### config.mk
export PLATFORM = sky130hd
export DESIGN_NAME = apisr_framer
export DESIGN_NICKNAME = d
export VERILOG_FILES = /design/src/hw/apisr_pkg.sv /design/src/hw/apisr_byte_if.sv /design/src/hw/apisr_framer.sv /design/src/hw/apisr_buf.sv
export VERILOG_INCLUDE_DIRS = /design/src /design/src/hw
export SDC_FILE = /design/constraint.sdc
export NUM_CORES = 1
export LEC_CHECK = 0
export BUFFER_PORTS_ARGS = -buffer_cell sky130_fd_sc_hd__buf_2
export CORE_UTILIZATION = 45
export DETAILED_ROUTE_END_ITERATION = 6
export PLACE_DENSITY = 0.68
export SETUP_SLACK_MARGIN = 0.1
export SKIP_CTS_REPAIR_TIMING = 1
export SLEW_MARGIN = 30
export SYNTH_ARGS = -nofsm -noshare
export SYNTH_HDL_FRONTEND = slang
export SYNTH_HIERARCHICAL = 1
export SYNTH_SLANG_ARGS = --single-unit
### constraint.sdc
create_clock -name clk -period 7.4 [get_ports clk]
set_input_delay 0.74 -clock clk [delete_from_list [all_inputs] [get_ports clk]]
set_output_delay 0.74 -clock clk [all_outputs]
set_load 0.01 [all_outputs]
### src/hw/apisr_cfg.svh
// Constants of the API status and response framer: frame codes, offsets,
// status encodings and fixed bytes.
// Assumes inclusion by bare name from the framer's design files.
`ifndef APISR_CFG_SVH
`define APISR_CFG_SVH

// ----------------------------------------------------------------------
// Framing
// ----------------------------------------------------------------------
`define APISR_SOF        8'h7e
`define APISR_CSUM_BASE  8'hff
`define APISR_OFS_TYPE   3
`define APISR_OFS_FID    4

// ----------------------------------------------------------------------
// Frame types
// ----------------------------------------------------------------------
`define APISR_REQ64      8'h00
`define APISR_REQ16      8'h01
`define APISR_T_TXST     8'h89
`define APISR_T_MODEM    8'h8a
`define APISR_T_RMTRSP   8'h97
`define APISR_LEN_TXST   8'h03
`define APISR_LEN_MODEM  8'h02
`define APISR_LEN_RMHDR  8'h0f

// ----------------------------------------------------------------------
// Transmit status codes
// ----------------------------------------------------------------------
`define APISR_TS_OK      8'h00
`define APISR_TS_NOACK   8'h01
`define APISR_TS_CCA     8'h02
`define APISR_TS_PURGED  8'h03
`define APISR_TS_NETACK  8'h21
`define APISR_TS_NOJOIN  8'h22
`define APISR_TS_INTERR  8'h31
`define APISR_TS_NORES   8'h32
`define APISR_TS_TOOBIG  8'h74
`define APISR_BCAST      64'h0000_0000_0000_ffff

// ----------------------------------------------------------------------
// Modem status codes and timeout factor (2.5 = 5 half periods)
// ----------------------------------------------------------------------
`define APISR_MS_HWRST   8'h00
`define APISR_MS_WDRST   8'h01
`define APISR_MS_ASSOC   8'h02
`define APISR_MS_DISASC  8'h03
`define APISR_MS_FORMED  8'h06
`define APISR_MS_OVERV   8'h0d
`define APISR_TO_HALVES  3'h5
`define APISR_CST_MAX    8'h04

`endif

### src/hw/apisr_pkg.sv
// Types shared by the framer and its output buffer.
// Assumes nothing beyond a SystemVerilog compiler.
`default_nettype none

package apisr_pkg;
   typedef enum logic [2:0] {
      TXC_OK, TXC_NOACK, TXC_CCA, TXC_NETACK,
      TXC_NOJOIN, TXC_INTERR, TXC_NORES, TXC_TOOBIG
   } apisr_txc_e;

   typedef enum logic [2:0] {
      MDC_HWRST, MDC_WDRST, MDC_ASSOC, MDC_DISASC, MDC_FORMED, MDC_OVERV
   } apisr_mdc_e;

   typedef enum logic [2:0] {
      ST_IDLE, ST_GRANT, ST_SOF, ST_LENH, ST_LENL, ST_BODY, ST_CSUM
   } apisr_st_e;

   typedef enum logic [1:0] {G_NONE, G_TX, G_RM, G_MD} apisr_gnt_e;
endpackage : apisr_pkg

`default_nettype wire

### src/hw/apisr_byte_if.sv
// Byte stream carrier between the framer core and its output buffer.
// Assumes both ends run on the same clock.
`default_nettype none

interface apisr_byte_if;
   logic [7:0] data;
   logic       valid;
   logic       ready;
   modport src (output data, output valid, input ready);
   modport snk (input data, input valid, output ready);
endinterface : apisr_byte_if

`default_nettype wire

### src/hw/apisr_framer.sv
// Status and response framer: builds transmit status, modem status and
// remote command response frames and streams them as bytes to the host.
// Assumes requests hold valid until taken, synchronous inputs, 100 MHz clk.
// Assumes the host may hold out_ready low at any byte of a frame.
//
// Notes on behaviour
// - Finished 64-bit or 16-bit address transmit yields a 0x89 frame.
// - Transmit status echoes the request id; id zero gives no frame.
// - Status 0x00 success, 0x01 retries expired, 0x02 channel busy.
// - Status 0x03 when an unpolled indirect transmission is purged.
// - Indirect transmission times out after 2.5 cyclic sleep periods.
// - Status 0x21 network ack failure, 0x22 end device not joined.
// - Status 0x31 internal error, 0x32 resources exhausted.
// - Status 0x74 when the payload is too large.
// - Broadcast destination never reports 0x01 or 0x21.
// - Modem status frame is type 0x8a with one status byte.
// - Modem code 0x00 hardware reset, 0x01 watchdog reset.
// - Code 0x02 associated, 0x03 disassociated or network not formed.
// - Code 0x06 network formed, 0x0d input voltage too high.
// - Power-up emits a modem status frame with code 0x00.
// - A remote command reply yields a 0x97 frame.
// - Remote response echoes the host's request id.
// - Bytes 5 to 12 carry the responder's 64-bit address.
// - Bytes 13 to 14 carry the responder's 16-bit address.
// - Bytes 15 and 16 carry the two-character command name.
// - Byte 17 is command status, 0 ok through 4 no response.
// - Bytes from 18 carry raw binary register value.
// - Several responses per request are each framed in turn.
`default_nettype none
`include "apisr_cfg.svh"

module apisr_framer #(
   parameter int MAXD        = 8,
   parameter int SP_HALF_CYC = 500
) (
   input  wire logic                    clk,
   input  wire logic                    rst,
   input  wire logic                    tx_valid,
   output logic                         tx_ready,
   input  wire logic [7:0]              tx_type,
   input  wire logic [7:0]              tx_fid,
   input  wire logic [63:0]             tx_dest,
   input  wire apisr_pkg::apisr_txc_e   tx_cause,
   input  wire logic                    ind_start,
   input  wire logic [7:0]              ind_fid,
   input  wire logic                    ind_poll,
   input  wire logic [15:0]             cyclic_sleep_period,
   input  wire logic                    rm_valid,
   output logic                         rm_ready,
   input  wire logic [7:0]              rm_fid,
   input  wire logic [63:0]             rm_src64,
   input  wire logic [15:0]             rm_src16,
   input  wire logic [15:0]             rm_cmd,
   input  wire logic [7:0]              rm_cstat,
   input  wire logic [7:0]              rm_len,
   input  wire logic [8*MAXD-1:0]       rm_data,
   input  wire logic                    md_valid,
   output logic                         md_ready,
   input  wire apisr_pkg::apisr_mdc_e   md_cause,
   output logic [7:0]                   out_data,
   output logic                         out_valid,
   input  wire logic                    out_ready
);
   import apisr_pkg::*;

   localparam int MAXB = 15 + MAXD;

   typedef struct packed {
      apisr_st_e              st;
      apisr_gnt_e             gnt;
      logic [MAXB-1:0][7:0]   body;
      logic [7:0]             len;
      logic [7:0]             idx;
      logic [7:0]             sum;
      logic                   pwr_pend;
      logic                   ind_act;
      logic [7:0]             ind_id;
      logic [15:0]            pre;
      logic [18:0]            halves;
      logic                   to_pend;
      logic [7:0]             to_id;
      logic                   tx_rdy;
      logic                   rm_rdy;
      logic                   md_rdy;
   } apisr_frm_s;

   apisr_frm_s   st_r;
   apisr_frm_s   st_nxt;
   apisr_byte_if bif ();
   logic [18:0]  to_limit;
   logic         tx_take;
   logic         rm_take;
   logic         md_take;

   // ----------------------------------------------------------------------
   // Code mapping
   // ----------------------------------------------------------------------
   // Broadcast folds both acknowledgement failures into success
   function automatic logic [7:0] tx_code(apisr_txc_e c, logic bc);
      case (c)
         TXC_OK:     tx_code = `APISR_TS_OK;
         TXC_NOACK:  tx_code = bc ? `APISR_TS_OK
                                  : `APISR_TS_NOACK;
         TXC_CCA:    tx_code = `APISR_TS_CCA;
         TXC_NETACK: tx_code = bc ? `APISR_TS_OK
                                  : `APISR_TS_NETACK;
         TXC_NOJOIN: tx_code = `APISR_TS_NOJOIN;
         TXC_INTERR: tx_code = `APISR_TS_INTERR;
         TXC_NORES:  tx_code = `APISR_TS_NORES;
         default:    tx_code = `APISR_TS_TOOBIG;
      endcase
   endfunction : tx_code

   function automatic logic [7:0] md_code(apisr_mdc_e c);
      case (c)
         MDC_HWRST:  md_code = `APISR_MS_HWRST;
         MDC_WDRST:  md_code = `APISR_MS_WDRST;
         MDC_ASSOC:  md_code = `APISR_MS_ASSOC;
         MDC_DISASC: md_code = `APISR_MS_DISASC;
         MDC_FORMED: md_code = `APISR_MS_FORMED;
         default:    md_code = `APISR_MS_OVERV;
      endcase
   endfunction : md_code

   // ----------------------------------------------------------------------
   // Request acceptance
   // ----------------------------------------------------------------------
   // Readies come from flops, so one grant cycle precedes each take
   assign tx_ready = st_r.tx_rdy;
   assign rm_ready = st_r.rm_rdy;
   assign md_ready = st_r.md_rdy;
   assign tx_take  = tx_valid && st_r.tx_rdy;
   assign rm_take  = rm_valid && st_r.rm_rdy;
   assign md_take  = md_valid && st_r.md_rdy;
   // 19 bits hold the largest period times five halves without wrap
   assign to_limit = 19'(cyclic_sleep_period) * 19'(`APISR_TO_HALVES);

   // ----------------------------------------------------------------------
   // Next state
   // ----------------------------------------------------------------------
   always_comb begin
      logic [7:0] n;
      logic [7:0] b;
      logic       to_fire;
      n      = 8'h00;
      b      = 8'h00;
      to_fire = 1'b0;
      st_nxt = st_r;
      st_nxt.tx_rdy = 1'b0;
      st_nxt.rm_rdy = 1'b0;
      st_nxt.md_rdy = 1'b0;

      // Indirect timeout: counts half periods up to 5 x period
      if (ind_start) begin
         st_nxt.ind_act = 1'b1;
         st_nxt.ind_id  = ind_fid;
         st_nxt.pre     = '0;
         st_nxt.halves  = '0;
      end else if (ind_poll) begin
         st_nxt.ind_act = 1'b0;
      end else if (st_r.ind_act) begin
         if (st_r.halves >= to_limit) begin
            st_nxt.ind_act = 1'b0;
            if (st_r.ind_id != 8'h00) begin
               st_nxt.to_pend = 1'b1;
               to_fire        = 1'b1;
               st_nxt.to_id   = st_r.ind_id;
            end
         end else if (st_r.pre == 16'(SP_HALF_CYC - 1)) begin
            st_nxt.pre    = '0;
            st_nxt.halves = st_r.halves + 19'h1;
         end else begin
            st_nxt.pre = st_r.pre + 16'h1;
         end
      end

      case (st_r.st)
         ST_IDLE: begin
            // Internal events first: they have no way to be held off
            if (st_r.to_pend) begin
               // A timeout firing now must not be lost to this clear
               st_nxt.to_pend = to_fire;
               st_nxt.body[0] = `APISR_T_TXST;
               st_nxt.body[1] = st_r.to_id;
               st_nxt.body[2] = `APISR_TS_PURGED;
               st_nxt.len     = `APISR_LEN_TXST;
               st_nxt.st      = ST_SOF;
            end else if (st_r.pwr_pend) begin
               // Owed once after each reset, ahead of any request
               st_nxt.pwr_pend = 1'b0;
               st_nxt.body[0]  = `APISR_T_MODEM;
               st_nxt.body[1]  = `APISR_MS_HWRST;
               st_nxt.len      = `APISR_LEN_MODEM;
               st_nxt.st       = ST_SOF;
            end else if (tx_valid) begin
               st_nxt.gnt    = G_TX;
               st_nxt.tx_rdy = 1'b1;
               st_nxt.st     = ST_GRANT;
            end else if (rm_valid) begin
               st_nxt.gnt    = G_RM;
               st_nxt.rm_rdy = 1'b1;
               st_nxt.st     = ST_GRANT;
            end else if (md_valid) begin
               st_nxt.gnt    = G_MD;
               st_nxt.md_rdy = 1'b1;
               st_nxt.st     = ST_GRANT;
            end
         end

         ST_GRANT: begin
            st_nxt.st  = ST_IDLE;
            st_nxt.gnt = G_NONE;
            if (tx_take) begin
               // Only finished 0x00/0x01 requests with nonzero id report
               if ((tx_type == `APISR_REQ64 || tx_type == `APISR_REQ16)
                   && tx_fid != 8'h00) begin
                  st_nxt.body[0] = `APISR_T_TXST;
                  st_nxt.body[1] = tx_fid;
                  st_nxt.body[2] = tx_code(tx_cause,
                                   tx_dest == `APISR_BCAST);
                  st_nxt.len     = `APISR_LEN_TXST;
                  st_nxt.st      = ST_SOF;
               end
            end else if (rm_take) begin
               // Data past MAXD bytes is cut; the length says what went
               n = (rm_len > 8'(MAXD)) ? 8'(MAXD) : rm_len;
               st_nxt.body[0] = `APISR_T_RMTRSP;
               st_nxt.body[1] = rm_fid;
               for (int i = 0; i < 8; i++) begin
                  st_nxt.body[2+i] = rm_src64[63-8*i -: 8];
               end
               st_nxt.body[10] = rm_src16[15:8];
               st_nxt.body[11] = rm_src16[7:0];
               st_nxt.body[12] = rm_cmd[15:8];
               st_nxt.body[13] = rm_cmd[7:0];
               st_nxt.body[14] = (rm_cstat > `APISR_CST_MAX)
                                 ? 8'h01 : rm_cstat;
               for (int i = 0; i < MAXD; i++) begin
                  st_nxt.body[15+i] = rm_data[8*i +: 8];
               end
               st_nxt.len = `APISR_LEN_RMHDR + n;
               st_nxt.st  = ST_SOF;
            end else if (md_take) begin
               st_nxt.body[0] = `APISR_T_MODEM;
               st_nxt.body[1] = md_code(md_cause);
               st_nxt.len     = `APISR_LEN_MODEM;
               st_nxt.st      = ST_SOF;
            end
         end

         ST_SOF: begin
            // Index and sum restart, so no frame inherits the last one's
            if (bif.ready) begin
               st_nxt.st  = ST_LENH;
               st_nxt.idx = 8'h00;
               st_nxt.sum = 8'h00;
            end
         end

         ST_LENH: begin
            // Frames stay under 256 data bytes: high length byte is 0
            if (bif.ready) begin
               st_nxt.st = ST_LENL;
            end
         end

         ST_LENL: begin
            if (bif.ready) begin
               st_nxt.st = ST_BODY;
            end
         end

         ST_BODY: begin
            // Checksum covers the frame data bytes only
            if (bif.ready) begin
               b          = st_r.body[st_r.idx];
               st_nxt.sum = st_r.sum + b;
               st_nxt.idx = st_r.idx + 8'h1;
               if (st_r.idx == st_r.len - 8'h1) begin
                  st_nxt.st = ST_CSUM;
               end
            end
         end

         ST_CSUM: begin
            // Next grant waits until the checksum is in the buffer
            if (bif.ready) begin
               st_nxt.st = ST_IDLE;
            end
         end
         default: begin
            st_nxt.st = ST_IDLE;
         end
      endcase
   end

   // ----------------------------------------------------------------------
   // Byte source toward the buffer
   // ----------------------------------------------------------------------
   always_comb begin
      bif.valid = 1'b1;
      case (st_r.st)
         ST_SOF:  bif.data = `APISR_SOF;
         ST_LENH: bif.data = 8'h00;
         ST_LENL: bif.data = st_r.len;
         ST_BODY: bif.data = st_r.body[st_r.idx];
         ST_CSUM: bif.data = `APISR_CSUM_BASE - st_r.sum;
         default: begin
            bif.data  = 8'h00;
            bif.valid = 1'b0;
         end
      endcase
   end

   always_ff @(posedge clk) begin
      if (rst) begin
         st_r          <= '0;
         st_r.st       <= ST_IDLE;
         st_r.gnt      <= G_NONE;
         // A power-up report is owed after every reset
         st_r.pwr_pend <= 1'b1;
      end else begin
         st_r <= st_nxt;
      end
   end

   // ----------------------------------------------------------------------
   // Output buffer
   // ----------------------------------------------------------------------
   // Two entries let the host stall at any byte with nothing lost
   apisr_buf u_buf (
      .clk       (clk),
      .rst       (rst),
      .in_if     (bif),
      .out_data  (out_data),
      .out_valid (out_valid),
      .out_ready (out_ready)
   );
endmodule : apisr_framer

`default_nettype wire

### src/hw/apisr_buf.sv
// Two-entry output buffer of the framer.
// Assumes a synchronous active-high reset and a receiver that may stall.
`default_nettype none
`include "apisr_cfg.svh"

module apisr_buf (
   input  wire logic   clk,
   input  wire logic   rst,
   apisr_byte_if.snk   in_if,
   output logic [7:0]  out_data,
   output logic        out_valid,
   input  wire logic   out_ready
);
   import apisr_pkg::*;

   typedef struct packed {
      logic [7:0] d0;
      logic [7:0] d1;
      logic       v0;
      logic       v1;
   } apisr_buf_s;

   apisr_buf_s st_r;
   apisr_buf_s st_nxt;
   logic       push;
   logic       pop;

   // Ready drops only when both entries hold, so a stall loses no byte
   assign in_if.ready = !st_r.v1;
   assign push        = in_if.valid && !st_r.v1;
   assign pop         = st_r.v0 && out_ready;
   assign out_data    = st_r.d0;
   assign out_valid   = st_r.v0;

   always_comb begin
      st_nxt = st_r;
      if (pop && push) begin
         if (st_r.v1) begin
            st_nxt.d0 = st_r.d1;
            st_nxt.d1 = in_if.data;
         end else begin
            st_nxt.d0 = in_if.data;
         end
      end else if (pop) begin
         st_nxt.d0 = st_r.d1;
         st_nxt.v0 = st_r.v1;
         st_nxt.v1 = 1'b0;
      end else if (push) begin
         if (!st_r.v0) begin
            st_nxt.d0 = in_if.data;
            st_nxt.v0 = 1'b1;
         end else begin
            st_nxt.d1 = in_if.data;
            st_nxt.v1 = 1'b1;
         end
      end
   end

   always_ff @(posedge clk) begin
      if (rst) begin
         st_r <= '0;
      end else begin
         st_r <= st_nxt;
      end
   end
endmodule : apisr_buf

`default_nettype wire

==> impl_results.md <==
- Outcome: finished clean
- Slew headroom: 41.0%
- Vias: 13500
- VDD IR max: 0.175 mV
- H-tree levels: 1
- Hold Path Class: input pin to flop
- F_max: about 190 MHz
- Clock slew at reported path FFs: around 0.060 ns
- Clock power share: 39.6%
- Post-synth EDFFs: 0
- Clk Latency, worst-skew pair: around 0.58 ns
- Slew Limit Fails: 0
- Clk Tree Root Cell: clkbuf_16
- WS Path Type: input pin to flop
- Share of power burned in registers: 40.9%
- Setup TNS: 0 ns
- Cell variety after synth: between 70 and 80
- Wirelength, routed: 40.5 mm
- IO Pins: around 310
- Initial antenna violation count: 7
- Initial core utilization: 46.0%
- DP HPWL: around 29 mm
- Top_reg_cell synth: dfxtp_1
- Drt wl/cell: between 15 and 20 um
- Post-DRT Antenna Nets: 0
- CTS Sinks: 283
- Final period util: between 70 and 80%
- Via/cell ratio: 5.56
- Switch share: 28.7%
- Count of state elements after synthesis: 283
- Drt drc: 0
- First-pass GRT wire length: approximately 65 mm
- Worst EP required: a little under 8 ns
- Syn Area/Cell: 8.26 um^2
- Syn Inst Count: roughly 1800
- Vias in the first global route: around 13000
- Die Wd: between 150 and 200 um
- Drt pass-1 iters: 5
- Setup violators final: 0
- Total track usage: about a quarter
- Max Cap Viol: 0
- Die Y: 182 um
- Combinational Power Share: 19.6%
- Grt total ovfl: 0
- Die area: between 0.03 and 0.04 mm^2
- NetSw: 1.15 mW
- Leakage: around 6.7 nW
- 1st-iter DRT viols: 849
- Synthesized net count: roughly 2100
- Core Rows: 65
- Tmin final: between 5 and 6 ns
- Clock Path Buffers: 3
- Crit Path Max Fanout: 18
- Gpl congestion: about 0.89
- Ys Warns: 6
- Setup repair after global routing missed its margin: false
- Final #Nets: around 2400
- Core area: ~0.032 mm^2
- Worst EP arrival: roughly 5.7 ns
- Number of buffers added on ports: about 310
- Layout area overhead: 18.9%
- Placed cell area: 0.0163 mm^2
- Worst Setup End Kind: flop
- CP Launch Type: input pin
- Share of layout cells above drive strength 1: a little over a fifth
- Clock Skew: 0.0259 ns
- Fin. Hold Viols: 0
- Cell area after synthesis: 0.0146 mm^2
- PD cells: ~230 mW/mm^2
- Design area: around 0.017 mm^2
- Ys async rst share: 0%
- Seq/Total Area, Yosys: between 30% and 40%
- Worst slew pin tran: 0.874 ns
- CTS tree: yes
- Largest net degree at the start of global routing: between 100 and 150
- Internal power: roughly 2.8 mW
- Num CTS Buffers: 31
==> worst max-delay path, stage by stage <==
cell and delay (ns):
buf_2 0.11, ha_1 0.27, ha_1 0.16, inv_1 0.06, fa_1 0.39, nor2b_1 0.11, o21ai_0 0.11, a21boi_0 0.25
o211ai_1 0.15, a21oi_1 0.23, mux2i_1 0.21, nor2_1 0.07, ha_1 0.32, a211oi_2 0.25, nand2_1 0.09, a211o_1 0.31
a21o_1 0.34, or4_1 0.79, or4_1 0.59, a21oi_1 0.14
==> cells in the mapped netlist (all sizes together), types with 4 or more instances <==
cell / n / area (um^2)
a2111oi: 4 / 35.0
a211o: 5 / 43.8
a211oi: 11 / 87.6
a21o: 10 / 75.1
a21oi: 236 / 1180
a22o: 8 / 70.1
a22oi: 13 / 97.6
a311oi: 5 / 43.8
a31oi: 16 / 100
and2: 14 / 87.6
and3: 9 / 56.3
and4: 4 / 35.0
buf: 31 / 169
clkbuf: 93 / 349
dfxtp: 283 / 5670
ha: 61 / 763
inv: 30 / 113
mux2: 6 / 67.6
mux2i: 52 / 521
mux4: 40 / 901
nand2: 381 / 1430
nand2b: 16 / 100
nand3: 29 / 145
nand3b: 4 / 30.0
nand4: 22 / 138
nor2: 141 / 529
nor2b: 10 / 62.6
nor3: 20 / 100
nor4: 25 / 163
o211ai: 9 / 67.6
o21ai: 42 / 221
o21bai: 4 / 30.0
o2bb2ai: 8 / 70.1
o31ai: 13 / 97.6
or3: 8 / 50.1
or4: 18 / 135
xnor2: 25 / 219
xor2: 17 / 149
==> cells in the final DEF (no fill, tap or decap), types with 6 or more instances in the layout <==
master	instances
xor2_1	17
nor2_1	141
nor2b_1	10
nor3_1	19
nand3_1	28
o2bb2ai_1	8
o211ai_1	9
o31ai_1	13
mux2_2	6
or3_1	8
a22o_1	8
mux4_2	40
clkbuf_16	31
nor4_1	24
and2_1	14
a21o_1	10
nand2b_1	16
nand2_1	380
nand4_1	22
buf_2	311
clkbuf_1	6
o21ai_0	38
a31oi_1	16
mux2i_1	52
or4_1	18
a21oi_1	236
dfxtp_1	281
a211oi_1	10
clkbuf_8	11
and3_1	9
inv_1	30
buf_4	9
ha_1	61
a22oi_1	13
xnor2_1	25
==> logic make-up after synthesis <==
group / Yosys count / share of synthesized area [%]
AND/OR/NAND/NOR: 713 / 21.7
AO/OA/AOI/OAI: 413 / 16.9
flip-flops: 283 / 38.8
buffers and inverters: 155 / 4.35
multiplexers: 98 / 10.2
adder cells (fa/ha/maj): 63 / 5.50
XOR/XNOR: 42 / 2.52
==> cell type report <==
cell class	count	area [um^2]
Timing Repair Buffer	323	1660
Sequential cell	283	5670
Clock buffer	48	950
Fill cell	3088	14400
Antenna cell	5	12.5
Tap cell	402	503
Clock inverter	8	108
Multi-Input combinational cell	1329	8340
Inverter	31	116
==> state kept, by name (all words and copies together) (netlist names) <==
name / cells
md_ready: 1
u_buf/out_data: 8
u_buf/st_r: 9
st_r: 262
tx_ready: 1
rm_ready: 1
u_buf/out_valid: 1
==> routing by layer <==
layer	vias up	GRT usage, %	share of wire (%)
li1	6726	-	-
met1	6341	33.0	46
met2	371	39.5	46
met3	69	3.69	5.2
met4	6	6.35	2.5
met5	-	0	0.084
==> worst paths after layout <==
path	from	to	slack [ns]	depth (start not counted)
worst max register to register	st_r[66]$_SDFFE_PP0P_	st_r[64]$_SDFFE_PP0P_	2.77	13
worst min register to register	st_r[88]$_SDFFE_PP0P_	st_r[88]$_SDFFE_PP0P_	0.45	2
worst max-delay path	cyclic_sleep_period[1]	st_r[19]$_SDFFE_PP0P_	2.18	20
worst min-delay path	rm_src16[3]	st_r[172]$_SDFFE_PP0P_	0.39	3
==> power by group through the flow <==
stage / Clock [mW] / Sequential (mW) / Combinational [mW]
final: 1.58 / 1.63 / 0.780
after global placement: 0 / 1.66 / 0.750
after CTS: 1.61 / 1.63 / 0.775
after global routing: 1.67 / 1.64 / 0.862
after floorplan: 0 / 1.64 / 0.550
after detailed placement: 0 / 1.66 / 0.767
==> through the flow <==
step	power [mW]	hold slack, ns	worst slack (ns)	util, %	cells
5_1_grt	4.17	0.384	1.79	54.7	2426
3_5_place_dp	2.43	0.438	1.60	51.3	2368
6_report	3.99	0.391	2.18	54.7	2429
2_1_floorplan	2.19	0.423	2.51	-	1767
4_1_cts	4.01	0.370	2.19	54.7	2424
3_3_place_gp	2.41	0.429	1.73	51.3	2368
Power figures use the tool's default switching activity.
